### config.mk
export PLATFORM = sky130hd
export DESIGN_NAME = fpp_top
export DESIGN_NICKNAME = d
export VERILOG_FILES = /design/src/verilog/fpp_pkg.sv /design/src/verilog/fpp_err_latch.sv /design/src/verilog/fpp_page_buf.sv /design/src/verilog/fpp_top.sv
export SDC_FILE = /design/constraint.sdc
export NUM_CORES = 2
export LEC_CHECK = 0
export BUFFER_PORTS_ARGS = -buffer_cell sky130_fd_sc_hd__buf_2
export CAP_MARGIN = 20
export CORE_MARGIN = 3
export CORE_UTILIZATION = 55
export DETAILED_ROUTE_END_ITERATION = 8
export GPL_ROUTABILITY_DRIVEN = 1
export GPL_TIMING_DRIVEN = 0
export PLACE_DENSITY = 0.78
export SYNTH_ARGS = -nofsm -noshare
export SYNTH_HDL_FRONTEND = slang
export SYNTH_SLANG_ARGS = --single-unit
### constraint.sdc
create_clock -name sys_clk -period 5.55 [get_ports sys_clk]
set_input_delay 1.11 -clock sys_clk [delete_from_list [all_inputs] [get_ports sys_clk]]
set_output_delay 1.11 -clock sys_clk [all_outputs]
set_load 0.005 [all_outputs]
### src/verilog/fpp_pkg.sv
// shared constants and types for the flash protection and programmer command block
package fpp_pkg;

	// ==========================================================
	// widths
	localparam int FPP_ADDR_W = 17;
	localparam int FPP_FA_W   = 15;
	localparam int FPP_EBR_W  = 8;
	localparam int FPP_IDX_W  = 7;
	localparam int FPP_PAGE_W = FPP_FA_W - FPP_IDX_W;

	// ==========================================================
	// programmer address space and page
	localparam logic [FPP_ADDR_W-1:0] FPP_FLASH_TOP  = 17'h0_7FFF;
	localparam logic [7:0]            FPP_PAGE_BYTES = 8'h80;
	localparam logic [7:0]            FPP_LAST_BYTE  = 8'h7F;
	localparam logic [7:0]            FPP_BLANK      = 8'hFF;

	// ==========================================================
	// programmer command bytes
	localparam logic [7:0] FPP_CMD_READ = 8'h00;
	localparam logic [7:0] FPP_CMD_PGM  = 8'h40;
	localparam logic [7:0] FPP_CMD_ERS  = 8'h20;
	localparam logic [7:0] FPP_CMD_STS  = 8'h71;

	// ==========================================================
	// status byte fields
	localparam int FPP_STS_BUSY  = 7;
	localparam int FPP_STS_ERS_F = 5;
	localparam int FPP_STS_PGM_F = 4;
	localparam int FPP_STS_CMD_E = 3;
	localparam int FPP_STS_RANGE = 2;

	// ==========================================================
	// reset values
	localparam logic [FPP_EBR_W-1:0] FPP_EBR_RST = 8'h00;
	localparam logic [7:0]           FPP_STS_RST = 8'h00;
	localparam logic [7:0]           FPP_CNT_RST = 8'h00;

	// ==========================================================
	// types
	typedef struct packed {
		logic software_write_enable;
		logic ev;
		logic pv;
		logic e;
		logic p;
	} fpp_ctl_t;

	localparam fpp_ctl_t FPP_CTL_RST = '{software_write_enable: 1'b0, ev: 1'b0, pv: 1'b0, e: 1'b0, p: 1'b0};

	typedef enum logic [2:0] {
		FPP_ST_WAIT    = 3'b000,
		FPP_ST_PGM_LD  = 3'b001,
		FPP_ST_PGM_RUN = 3'b011,
		FPP_ST_ERS_2ND = 3'b010,
		FPP_ST_ERS_RUN = 3'b110,
		FPP_ST_STS_2ND = 3'b111,
		FPP_ST_STS_OUT = 3'b101,
		FPP_ST_READ    = 3'b100
	} fpp_state_t;

endpackage

### src/verilog/fpp_err_latch.sv
// error protection latch, cleared by power-on reset only
`timescale 1ns/1ps
`default_nettype none
module fpp_err_latch (
	// clock and power-on reset
	input  wire logic sys_clk,
	input  wire logic srst,
	input  wire logic ce,
	// error causes
	input  wire logic active,
	input  wire logic area_read,
	input  wire logic exc_start,
	input  wire logic sleep_exec,
	// flag
	output logic      err_q
);
	import fpp_pkg::*;

	logic err_d;

	// ==========================================================
	// latch
	always_comb begin
		err_d = err_q;
		if (active && (area_read || exc_start || sleep_exec)) begin
			err_d = 1'b1;
		end
	end

	// srst is the power-on reset; nothing else clears the flag
	always_ff @(posedge sys_clk) begin
		if (srst) begin
			err_q <= 1'b0;
		end else if (ce) begin
			err_q <= err_d;
		end
	end

	// ==========================================================
	// checks
	AST_ERR_HOLD: assert property (@(posedge sys_clk) disable iff (srst) err_q |=> err_q)
		else $error("error flag cleared without power-on reset");

endmodule
`default_nettype wire

### src/verilog/fpp_page_buf.sv
// 128-byte page latch for auto-program
`timescale 1ns/1ps
`default_nettype none
module fpp_page_buf (
	// clock
	input  wire logic                          sys_clk,
	input  wire logic                          srst,
	input  wire logic                          ce,
	// fill side
	input  wire logic                          wr_en,
	input  wire logic [fpp_pkg::FPP_IDX_W-1:0] wr_idx,
	input  wire logic [7:0]                    wr_data,
	// drain side
	input  wire logic [fpp_pkg::FPP_IDX_W-1:0] rd_idx,
	output logic [7:0]                         rd_data
);
	import fpp_pkg::*;

	logic [7:0] mem_q [0:(1<<FPP_IDX_W)-1];

	// ==========================================================
	// storage, blank after reset so bytes not written since reset read as erased
	genvar gi;
	generate
		for (gi = 0; gi < (1 << FPP_IDX_W); gi++) begin : g_byte
			always_ff @(posedge sys_clk) begin
				if (srst) begin
					mem_q[gi] <= FPP_BLANK;
				end else if (ce && wr_en && (wr_idx == FPP_IDX_W'(gi))) begin
					mem_q[gi] <= wr_data;
				end
			end
		end
	endgenerate

	assign rd_data = mem_q[rd_idx];

endmodule
`default_nettype wire

### src/verilog/fpp_top.sv
// flash program/erase protection and programmer-mode command sequencer
`timescale 1ns/1ps
`default_nettype none
module fpp_top (
	// clock, power-on reset, enable
	input  wire logic                           sys_clk,
	input  wire logic                           srst,
	input  wire logic                           ce,
	// cpu control writes
	input  wire logic                           ctl_wr,
	input  wire fpp_pkg::fpp_ctl_t              ctl_wdata,
	input  wire logic                           ebr_wr,
	input  wire logic [fpp_pkg::FPP_EBR_W-1:0]  ebr_wdata,
	// system events
	input  wire logic                           hw_protect,
	input  wire logic                           boot_running,
	input  wire logic                           flash_area_read,
	input  wire logic                           exception_start,
	input  wire logic                           sleep_exec,
	// cpu side state
	output fpp_pkg::fpp_ctl_t                   flash_control_one,
	output logic                                flash_error_flag,
	output logic [fpp_pkg::FPP_EBR_W-1:0]       erase_block_select,
	output logic                                program_pulse,
	output logic                                erase_pulse,
	output logic                                program_verify_mode,
	output logic                                erase_verify_mode,
	output logic [fpp_pkg::FPP_EBR_W-1:0]       erase_blocks,
	output logic                                irq_mask,
	// programmer port
	input  wire logic                           prog_mode,
	input  wire logic                           flash_write_permit_pin,
	input  wire logic                           pgm_we,
	input  wire logic                           pgm_re,
	input  wire logic [fpp_pkg::FPP_ADDR_W-1:0] pgm_addr,
	input  wire logic [7:0]                     pgm_din,
	output logic [7:0]                          pgm_dout,
	output logic                                pgm_busy,
	// flash array engine
	output logic [fpp_pkg::FPP_FA_W-1:0]        arr_addr,
	input  wire logic [7:0]                     arr_rd_data,
	output logic                                arr_prog_req,
	output logic                                arr_erase_req,
	output logic [fpp_pkg::FPP_PAGE_W-1:0]      arr_page,
	input  wire logic [fpp_pkg::FPP_IDX_W-1:0]  arr_buf_idx,
	output logic [7:0]                          arr_buf_data,
	input  wire logic                           arr_done,
	input  wire logic                           arr_fail
);
	import fpp_pkg::*;

	// ==========================================================
	// decode helpers
	function automatic logic fpp_in_range(input logic [FPP_ADDR_W-1:0] a);
		fpp_in_range = (a <= FPP_FLASH_TOP);
	endfunction

	function automatic fpp_state_t fpp_dispatch(input logic [7:0] b, input logic permit);
		case (b)
			FPP_CMD_READ: fpp_dispatch = FPP_ST_READ;
			FPP_CMD_PGM:  fpp_dispatch = permit ? FPP_ST_PGM_LD : FPP_ST_WAIT;
			FPP_CMD_ERS:  fpp_dispatch = permit ? FPP_ST_ERS_2ND : FPP_ST_WAIT;
			FPP_CMD_STS:  fpp_dispatch = FPP_ST_STS_2ND;
			default:      fpp_dispatch = FPP_ST_WAIT;
		endcase
	endfunction

	function automatic logic fpp_known(input logic [7:0] b);
		fpp_known = (b == FPP_CMD_READ) || (b == FPP_CMD_PGM) || (b == FPP_CMD_ERS) || (b == FPP_CMD_STS);
	endfunction

	// ==========================================================
	// cpu control registers
	fpp_ctl_t              ctl_q;
	fpp_ctl_t              ctl_d;
	logic [FPP_EBR_W-1:0]  ebr_q;
	logic [FPP_EBR_W-1:0]  ebr_d;
	logic                  err_q;
	logic                  set_ok;
	logic                  active;

	// setting p or e needs write enable already on and no error; clearing is always allowed
	assign set_ok = ctl_q.software_write_enable && !err_q;

	always_comb begin
		ctl_d = ctl_q;
		ebr_d = ebr_q;
		if (hw_protect) begin
			ctl_d = FPP_CTL_RST;
			ebr_d = FPP_EBR_RST;
		end else begin
			if (ctl_wr) begin
				ctl_d   = ctl_wdata;
				ctl_d.p = ctl_wdata.p && (ctl_q.p || set_ok);
				ctl_d.e = ctl_wdata.e && (ctl_q.e || set_ok);
			end
			if (ebr_wr) begin
				ebr_d = ebr_wdata;
			end
		end
	end

	always_ff @(posedge sys_clk) begin
		if (srst) begin
			ctl_q <= FPP_CTL_RST;
			ebr_q <= FPP_EBR_RST;
		end else if (ce) begin
			ctl_q <= ctl_d;
			ebr_q <= ebr_d;
		end
	end

	// bits stay as written after an error, only the pulse is cut
	assign program_pulse       = ctl_q.software_write_enable && ctl_q.p && !err_q;
	assign erase_pulse         = ctl_q.software_write_enable && ctl_q.e && !err_q;
	assign program_verify_mode = ctl_q.software_write_enable && ctl_q.pv;
	assign erase_verify_mode   = ctl_q.software_write_enable && ctl_q.ev;
	assign erase_blocks        = erase_pulse ? ebr_q : FPP_EBR_RST;
	assign active              = program_pulse || erase_pulse;
	assign irq_mask            = active || boot_running;
	assign flash_control_one   = ctl_q;
	assign erase_block_select  = ebr_q;
	assign flash_error_flag    = err_q;

	fpp_err_latch i_fpp_err_latch (
		.sys_clk    (sys_clk),
		.srst       (srst),
		.ce         (ce),
		.active     (active),
		.area_read  (flash_area_read),
		.exc_start  (exception_start),
		.sleep_exec (sleep_exec),
		.err_q      (err_q)
	);

	// ==========================================================
	// programmer command sequencer
	fpp_state_t            st_q;
	fpp_state_t            st_d;
	logic [7:0]            cnt_q;
	logic [7:0]            cnt_d;
	logic [FPP_PAGE_W-1:0] page_q;
	logic [FPP_PAGE_W-1:0] page_d;
	logic [7:0]            sts_q;
	logic [7:0]            sts_d;
	logic [7:0]            dout_q;
	logic [7:0]            dout_d;
	logic                  buf_wr;
	logic                  running;
	logic [7:0]            sts_view;

	assign running  = (st_q == FPP_ST_PGM_RUN) || (st_q == FPP_ST_ERS_RUN);
	assign sts_view = {running, sts_q[6:0]};
	assign buf_wr   = (st_q == FPP_ST_PGM_LD) && pgm_we;

	always_comb begin
		st_d   = st_q;
		cnt_d  = cnt_q;
		page_d = page_q;
		sts_d  = sts_q;
		dout_d = dout_q;
		if (!prog_mode) begin
			st_d = FPP_ST_WAIT;
		end else begin
			case (st_q)
				FPP_ST_WAIT, FPP_ST_READ, FPP_ST_STS_OUT: begin
					if (pgm_re) begin
						if (st_q == FPP_ST_READ) begin
							dout_d = fpp_in_range(pgm_addr) ? arr_rd_data : FPP_BLANK;
						end else begin
							dout_d = sts_view;
						end
						if (st_q == FPP_ST_STS_OUT) begin
							st_d = FPP_ST_WAIT;
						end
					end else if (pgm_we) begin
						st_d  = fpp_dispatch(pgm_din, flash_write_permit_pin);
						cnt_d = FPP_CNT_RST;
						sts_d[FPP_STS_CMD_E] = !fpp_known(pgm_din);
					end
				end
				FPP_ST_PGM_LD: begin
					if (pgm_we) begin
						if (cnt_q == FPP_CNT_RST) begin
							page_d = pgm_addr[FPP_FA_W-1:FPP_IDX_W];
							sts_d[FPP_STS_PGM_F] = 1'b0;
							sts_d[FPP_STS_RANGE] = 1'b0;
						end
						if (!fpp_in_range(pgm_addr)) begin
							sts_d[FPP_STS_RANGE] = 1'b1;
						end
						cnt_d = cnt_q + 8'h01;
						if (cnt_q == FPP_LAST_BYTE) begin
							st_d = FPP_ST_PGM_RUN;
						end
					end
				end
				FPP_ST_ERS_2ND: begin
					if (pgm_we) begin
						st_d = (pgm_din == FPP_CMD_ERS) ? FPP_ST_ERS_RUN : FPP_ST_WAIT;
						sts_d[FPP_STS_ERS_F] = 1'b0;
						sts_d[FPP_STS_CMD_E] = (pgm_din != FPP_CMD_ERS);
					end
				end
				FPP_ST_STS_2ND: begin
					if (pgm_we) begin
						st_d = (pgm_din == FPP_CMD_STS) ? FPP_ST_STS_OUT : FPP_ST_WAIT;
						sts_d[FPP_STS_CMD_E] = (pgm_din != FPP_CMD_STS);
					end
				end
				FPP_ST_PGM_RUN, FPP_ST_ERS_RUN: begin
					if (pgm_re) begin
						dout_d = sts_view;
					end
					if (arr_done) begin
						st_d = FPP_ST_WAIT;
						if (st_q == FPP_ST_PGM_RUN) begin
							sts_d[FPP_STS_PGM_F] = arr_fail;
						end else begin
							sts_d[FPP_STS_ERS_F] = arr_fail;
						end
					end
				end
				default: begin
					st_d = FPP_ST_WAIT;
				end
			endcase
		end
	end

	always_ff @(posedge sys_clk) begin
		if (srst) begin
			st_q   <= FPP_ST_WAIT;
			cnt_q  <= FPP_CNT_RST;
			page_q <= '0;
			sts_q  <= FPP_STS_RST;
			dout_q <= FPP_BLANK;
		end else if (ce) begin
			st_q   <= st_d;
			cnt_q  <= cnt_d;
			page_q <= page_d;
			sts_q  <= sts_d;
			dout_q <= dout_d;
		end
	end

	// page stays in the buffer and the engine fetches it one byte per cycle through arr_buf_idx
	assign arr_prog_req  = (st_q == FPP_ST_PGM_RUN);
	assign arr_erase_req = (st_q == FPP_ST_ERS_RUN);
	assign arr_page      = page_q;
	assign arr_addr      = pgm_addr[FPP_FA_W-1:0];
	assign pgm_dout      = dout_q;
	assign pgm_busy      = running;

	fpp_page_buf i_fpp_page_buf (
		.sys_clk (sys_clk),
		.srst    (srst),
		.ce      (ce),
		.wr_en   (buf_wr),
		.wr_idx  (pgm_addr[FPP_IDX_W-1:0]),
		.wr_data (pgm_din),
		.rd_idx  (arr_buf_idx),
		.rd_data (arr_buf_data)
	);

	// ==========================================================
	// checks
	AST_IRQ_MASK: assert property (@(posedge sys_clk) disable iff (srst)
		(program_pulse || erase_pulse || boot_running) |-> irq_mask)
		else $error("interrupts not masked during flash operation");

	AST_HW_PROTECT: assert property (@(posedge sys_clk) disable iff (srst)
		(ce && hw_protect) |=> (ctl_q == FPP_CTL_RST) && (ebr_q == FPP_EBR_RST) && !active)
		else $error("mode transition did not reinitialise control");

	AST_SWE_BLOCK: assert property (@(posedge sys_clk) disable iff (srst)
		(ce && ctl_wr && !ctl_q.software_write_enable && !ctl_q.p && !ctl_q.e) |=> !program_pulse && !erase_pulse)
		else $error("program or erase entered without write enable");

	AST_ERASE_MASK: assert property (@(posedge sys_clk) disable iff (srst)
		(erase_blocks & ~ebr_q) == FPP_EBR_RST)
		else $error("unselected block erased");

	AST_ERR_READ: assert property (@(posedge sys_clk) disable iff (srst)
		(ce && active && flash_area_read) |=> err_q && !program_pulse && !erase_pulse)
		else $error("flash read during operation not caught");

	AST_ERR_EXC: assert property (@(posedge sys_clk) disable iff (srst)
		(ce && active && exception_start) |=> err_q)
		else $error("exception during operation not caught");

	AST_ERR_KEEP: assert property (@(posedge sys_clk) disable iff (srst)
		(ce && active && sleep_exec && !ctl_wr && !hw_protect) |=> err_q && $stable(ctl_q) && !active)
		else $error("error did not keep settings and stop the pulse");

	AST_ERR_REFUSE: assert property (@(posedge sys_clk) disable iff (srst)
		(ce && err_q && ctl_wr && !hw_protect && !ctl_q.p) |=> !ctl_q.p ##0 (ctl_q.pv == $past(ctl_wdata.pv)))
		else $error("error state accepted program bit or refused verify");

	AST_PGM_COUNT: assert property (@(posedge sys_clk) disable iff (srst)
		(ce && prog_mode && st_q == FPP_ST_PGM_LD && pgm_we && cnt_q == FPP_LAST_BYTE) |=> arr_prog_req)
		else $error("page not launched after last byte");

	AST_RETURN: assert property (@(posedge sys_clk) disable iff (srst)
		(ce && prog_mode && running && arr_done) |=> (st_q == FPP_ST_WAIT) && !pgm_busy)
		else $error("no return to command wait");

	AST_UNKNOWN: assert property (@(posedge sys_clk) disable iff (srst)
		(ce && prog_mode && st_q == FPP_ST_WAIT && !pgm_re && pgm_we && !fpp_known(pgm_din))
		|=> st_q == FPP_ST_WAIT)
		else $error("unknown command left command wait");

	COV_PGM: cover property (@(posedge sys_clk) disable iff (srst) arr_prog_req ##1 arr_done);
	COV_ERS: cover property (@(posedge sys_clk) disable iff (srst) st_q == FPP_ST_ERS_RUN);
	COV_STS: cover property (@(posedge sys_clk) disable iff (srst) st_q == FPP_ST_STS_OUT ##1 st_q == FPP_ST_WAIT);
	COV_ERR: cover property (@(posedge sys_clk) disable iff (srst) active ##1 err_q);

endmodule
`default_nettype wire
; ---- Word-level counts from Yosys, hierarchy flattened
; Memories as Yosys holds them, arrays and structs flattened.
; Cells that the tools add are included.
[word_totals]
ff_bits = 45
mem_bits_rw = 1024
input_bits = 69
out_inout_bits = 69
elab_cells = 1038
mem_count = 1
[classes]
add_sub_neg = 1
n_lt_le_gt_ge = 1
n_eq_ne = 159
mux = 557
n_bitwise = 128
n_reduce_logical = 176
[mem_list]
columns = name, words, word_bits, rd, rd_ports_with_merged_regs, wr, line_no
row1 = i_fpp_page_buf.mem_q, 128, 8, 1, 0, 128, fpp_page_buf.sv:19  ; logic [7:0] mem_q [0:(1<<FPP_IDX_W)-1];
[ops]
columns = operator, count
row1 = $mux W8, 138
row2 = $eq A7 B7 Y1 const B, 64
row3 = $mux W1, 397
row4 = $eq A7 B6 Y1 const B, 32
row5 = $logic_and A1 B1 Y1, 140
row6 = $or A1 B1 Y1, 128
row7 = $eq A7 B5 Y1 const B, 16
row8 = $eq A7 B4 Y1 const B, 8
row9 = $mux W3, 11
row10 = $pmux W8 S2, 2
row11 = $eq A7 B3 Y1 const B, 4
row12 = $eq A8 B7 Y1 const B, 3
row13 = $ne A2 B2 Y1 const B, 10
row14 = $le A17 B15 Y1 const B, 1
row15 = $logic_not A8 Y1, 2
row16 = $pmux W3 S5, 1
row17 = $reduce_and A5 Y1, 3
row18 = $eq A7 B2 Y1 const B, 2
row19 = $reduce_and A7 Y1, 2
row20 = $eq A3 B3 Y1 const B, 4
row21 = $ne A3 B3 Y1 const B, 4
row22 = $pmux W3 S4, 1
row23 = $reduce_and A6 Y1, 2
row24 = $reduce_bool A2 Y1, 6
row25 = 23 further kinds, 41

; ---- Logic depth before layout (Yosys ltp)
[depth]
depth_word = 8
mapped_depth = 9
ltp_nobuf = 7

; ---- Cells and area by module
; From an unflattened synthesis, not the netlist that was laid out.
[hier_totals]
hier_cells = 3307
area_unflattened_um2 = 50186.9
[by_module_without_submodules]
columns = module, instances, cells_per_inst, area_per_inst_um2, seq_area_each_um2
row1 = fpp_page_buf, 1, 3008, 47712.0, 30749.5
row2 = fpp_top, 1, 295, 2437.3, 880.8
row3 = fpp_err_latch, 1, 4, 37.5, 20.0

; ---- Worst setup path after synthesis
; No wires, ideal clock.
[synth_timing]
kind = input -> output
from = in arr_buf_idx[2] (netlist name)
to = out arr_buf_data[0]
arrival_ns = 2.668
required_ns = 4.440
slack_ns = 1.772
cell_stages = 8
n_path_buf = 3
cell_sequence = buf_2 -> buf_4 -> buf_2 -> mux4_2 -> a22oi_1 -> nand2_1 -> a2111oi_0 -> a211oi_1
[synth_via]
elab_chain_len = 1
[synth_lines]
columns = item, line_no
row1 = start: declaration, fpp_top.sv:45  ; input wire logic [fpp_pkg::FPP_IDX_W-1:0] arr_buf_idx,
row2 = $mem_v2 Z128 W8, --
row3 = end: declaration, fpp_top.sv:46  ; output logic [7:0] arr_buf_data,
; No other way between the ends.

; ---- Worst setup path after layout
[layout_timing]
from = in arr_buf_idx[6] (netlist name)
to = out arr_buf_data[5]
; Same word-level chain as after synthesis.

==> results.py <==
metrics = {
    "status": {
        "outcome": "complete, but fails checks",
        "violations": "setup timing",
    },
    "global_route": {
        "grt.total_usage_pct": 39.9,
        "grt_pass1_vias": 37400,
        "grt_pass1_wl_um": 265000,
        "grt_max_degree": 16,
        "antenna_found_initial": 18,
        "grt_overflow": 0,
    },
    "worst_setup_path": {
        "crit_chain": "buf_2 -> buf_4 -> nor2b_1 -> clkbuf_1 -> clkbuf_1 -> a22oi_1 -> nand2_1 -> a21oi_1 -> a211oi_1 -> buf_2",
        "critPathKind": "in2out",
        "cpPeakStageDelay_ps": 660,
        "end_kind": "output pin",
        "critPathLaunchType": "input pin",
        "crit_buf_inv": 5,
        "critPathTopFamily": "buffers and inverters",
        "required_ps": 4440,
        "slowest_stage": "a211oi_1",
        "worstPathArrival_ps": 4760,
        "crit_fanout": 10,
    },
    "logic_synthesis": {
        "synthDistinctLibCells": 67,
        "synthAdderAreaFrac_pct": 0.0498,
        "post_synth_and_or_nand_nor_area_fraction_pct": 15.9,
        "synth_compound_area_share_pct": 5.41,
        "ys_seq_elements": 1069,
        "synthFlopType": "edfxtp_1",
        "synthesis.nets": 3762,
        "synthTopCellsByArea": "edfxtp_1, or3_1, mux4_2, clkbuf_1, mux2_2",
        "async_flop_share_pct": 0,
        "synth_area_leader_cell": "edfxtp_1",
        "synth_top_cell_area_share_pct": 61.1,
        "synth_xor_area_share_pct": 0.122,
        "synthesis.area_sq_um": 50300,
        "synth_top_family_by_area": "simple AND/OR/NAND/NOR gates",
        "synth_cells": 3691,
        "synth_mux_area_share_pct": 11.2,
        "syn_area_per_cell_sq_um": 13.6,
        "ys_seq_area_share_pct": 62.9,
        "synth_edf_count": 1024,
        "synth_warnings": 0,
    },
    "sta": {
        "tns_ps": -1140,
        "hold_viol": 0,
        "max_freq_mhz": 170,
        "timing.final.crit_share_pct": 106,
        "slew_headroom_pct": 11.5,
        "drv_slew": 0,
        "rsz0062_at_grt": "true",
        "skew_ps": 40.3,
        "finalSetupViolCount": 7,
        "fin_crit_ps": 5870,
        "tightest_slew_ps": 1330,
        "finalWorstSetupSlack_ps": -317,
    },
    "pwr": {
        "seqPwrFrac_pct": 50.3,
        "p_int_mw": 13.3,
        "p_total_mw": 17.7,
        "p_leak_nw": 14.6,
        "p_comb_share_pct": 7.7,
        "power_frac_clock_pct": 42.0,
        "peakVddDrop_mv": 0.291,
        "powerDensity_nw_per_um2": 311,
        "p_sw_mw": 4.35,
        "swShare_pct": 24.6,
    },
    "place": {
        "gp_congestion": 1.05,
        "dp.cells": 5105,
        "hpwl_um": 138000,
        "place_area_sq_um": 53100,
        "io_buffer_count": 129,
    },
    "clock_network": {
        "clock_sinks": 1069,
        "cts_root_buf": "clkbuf_16",
        "path_clk_slew_ps": 60,
        "clk_path_buf_depth": 3,
        "numCtsBuffers": 108,
        "htreeDepth": 3,
        "cts_tree": "built",
        "cts_setup_buffers": 0,
        "cts_hold_buf": 0,
        "clock_latency_ps": 730,
    },
    "routing": {
        "vias_per_cell": 7.26,
        "postRouteAntennaNets": 0,
        "avgRoutedWirePerCell_um": 35.5,
        "wirelength_um": 190000,
        "drc": 0,
        "drt_first_pass_iters": 7,
        "vias": 38800,
        "drtIter0Drc": 7661,
    },
    "cells_and_area": {
        "drive_above_1_share_pct": 20.1,
        "final_nets": 4138,
        "area_growth_pct": 13.1,
        "final_cell_count_no_fill": 5351,
        "post-route-cell-area_sq_um": 56900,
    },
    "flow_run": {
        "cap_violations": 0,
    },
    "die": {
        "io_pins": 138,
        "core_area_sq_um": 90300,
        "die_y_um": 308,
        "chipWidth_um": 308,
        "initial_utilization_pct": 55.7,
        "die_area_sq_um": 95100,
        "rows": 110,
    },
    "hold_path": {
        "hold_path.class": "reg2reg",
    },
}
[sequential cells by signal, indices dropped and copies added (netlist names)]
register and flops:
i_fpp_page_buf.mem_q 1024, cnt_q 8, erase_block_select 8, pgm_dout 8
flash_control_one 5, arr_page 8, i_fpp_err_latch.err_q 1, sts_q 4
st_q 3
[layout by cell type, fill, tap and decap left out, types with 59 or more instances in the layout]
cell type / synthesis / final
clkbuf_1: 402 / 426
edfxtp_1: 1024 / 1024
buf_2: 49 / 261
nor2_1: 60 / 60
nand2_1: 78 / 78
buf_4: 32 / 62
o22ai_1: 59 / 59
a22oi_1: 79 / 79
mux4_2: 179 / 179
or3_1: 1029 / 1029
clkbuf_16: 0 / 110
mux2_2: 120 / 120
o21ai_0: 173 / 167
[synthesized netlist by cell type (45+ instances only)]
cell / instances
dfxtp_1: 45
o21ai_0: 173
nand2_1: 78
o22ai_1: 59
nor2_1: 60
a22oi_1: 79
mux4_2: 179
buf_2: 49
edfxtp_1: 1024
clkbuf_1: 402
mux2_2: 120
or3_1: 1029
[worst min-delay path: stages (launching register included)]
cell and delay, ps:
dfxtp_1 310, nand2_1 50, nand3_1 60
[per-stage QoR]
step	hold WS (ps)	utilization, %	setup slack [ps]
final	469	63.0	-317
after global routing	489	63.0	-72.5
after CTS	473	62.7	8.45
after detailed placement	459	58.8	-160
after global placement	456	58.0	-207
after floorplan	455	-	1770
[area by class of cell]
type | instances | area, sq um
Multi-Input combinational cell | 2094 | 16500
Timing Repair Buffer | 266 | 1510
Sequential cell | 1069 | 31700
Tap cell | 1176 | 1470
Fill cell | 6624 | 33400
Buffer | 501 | 2120
Inverter | 27 | 103
Clock buffer | 140 | 2920
Antenna cell | 19 | 47.5
Clock inverter | 59 | 588
[path summary, 6_finish.rpt]
kind / start / endpoint / slack (ps) / cells after the start
worst max-delay path: arr_buf_idx[6] / arr_buf_data[5] / -320 / 10
worst min-delay path: pgm_dout[0] / pgm_dout[0] / 470 / 2
worst max register to register: st_q[0] / i_fpp_page_buf.mem_q[76][0] / 1540 / 5
worst min register to register: pgm_dout[0] / pgm_dout[0] / 470 / 2
[layer usage]
layer | GRT usage (%) | vias up | routed length (um)
li1 | - | 15100 | -
met5 | 1.06 | - | 214
met2 | 56.3 | 4196 | 78400
met4 | 27.0 | 12 | 16300
met1 | 48.4 | 18500 | 59900
met3 | 19.4 | 1001 | 35400
[logic make-up after synthesis]
group           count (synthesis)
xor+xnor                        7
buf+inv                       528
simple gates                 1335
fa+ha+maj                       2
mux                           318
flops                        1069
compound gates                432
[power by group through the flow]
| stage | combinational, mW | clock (mW) | sequential [mW] |
|---|---|---|---|
| final | 1.37 | 7.42 | 8.89 |
| after global routing | 1.36 | 7.66 | 8.89 |
| after CTS | 1.25 | 7.32 | 8.89 |
| after detailed placement | 1.24 | 0 | 9.06 |
| after global placement | 1.18 | 0 | 9.06 |
| after floorplan | 0.616 | 0 | 9.05 |
[repair_timing]
action,in CTS,in global routing
setup endpoints to repair,6,8
cloned,0,0
gates resized for setup,5,15
No activity file was read; power rests on OpenSTA's default activity.
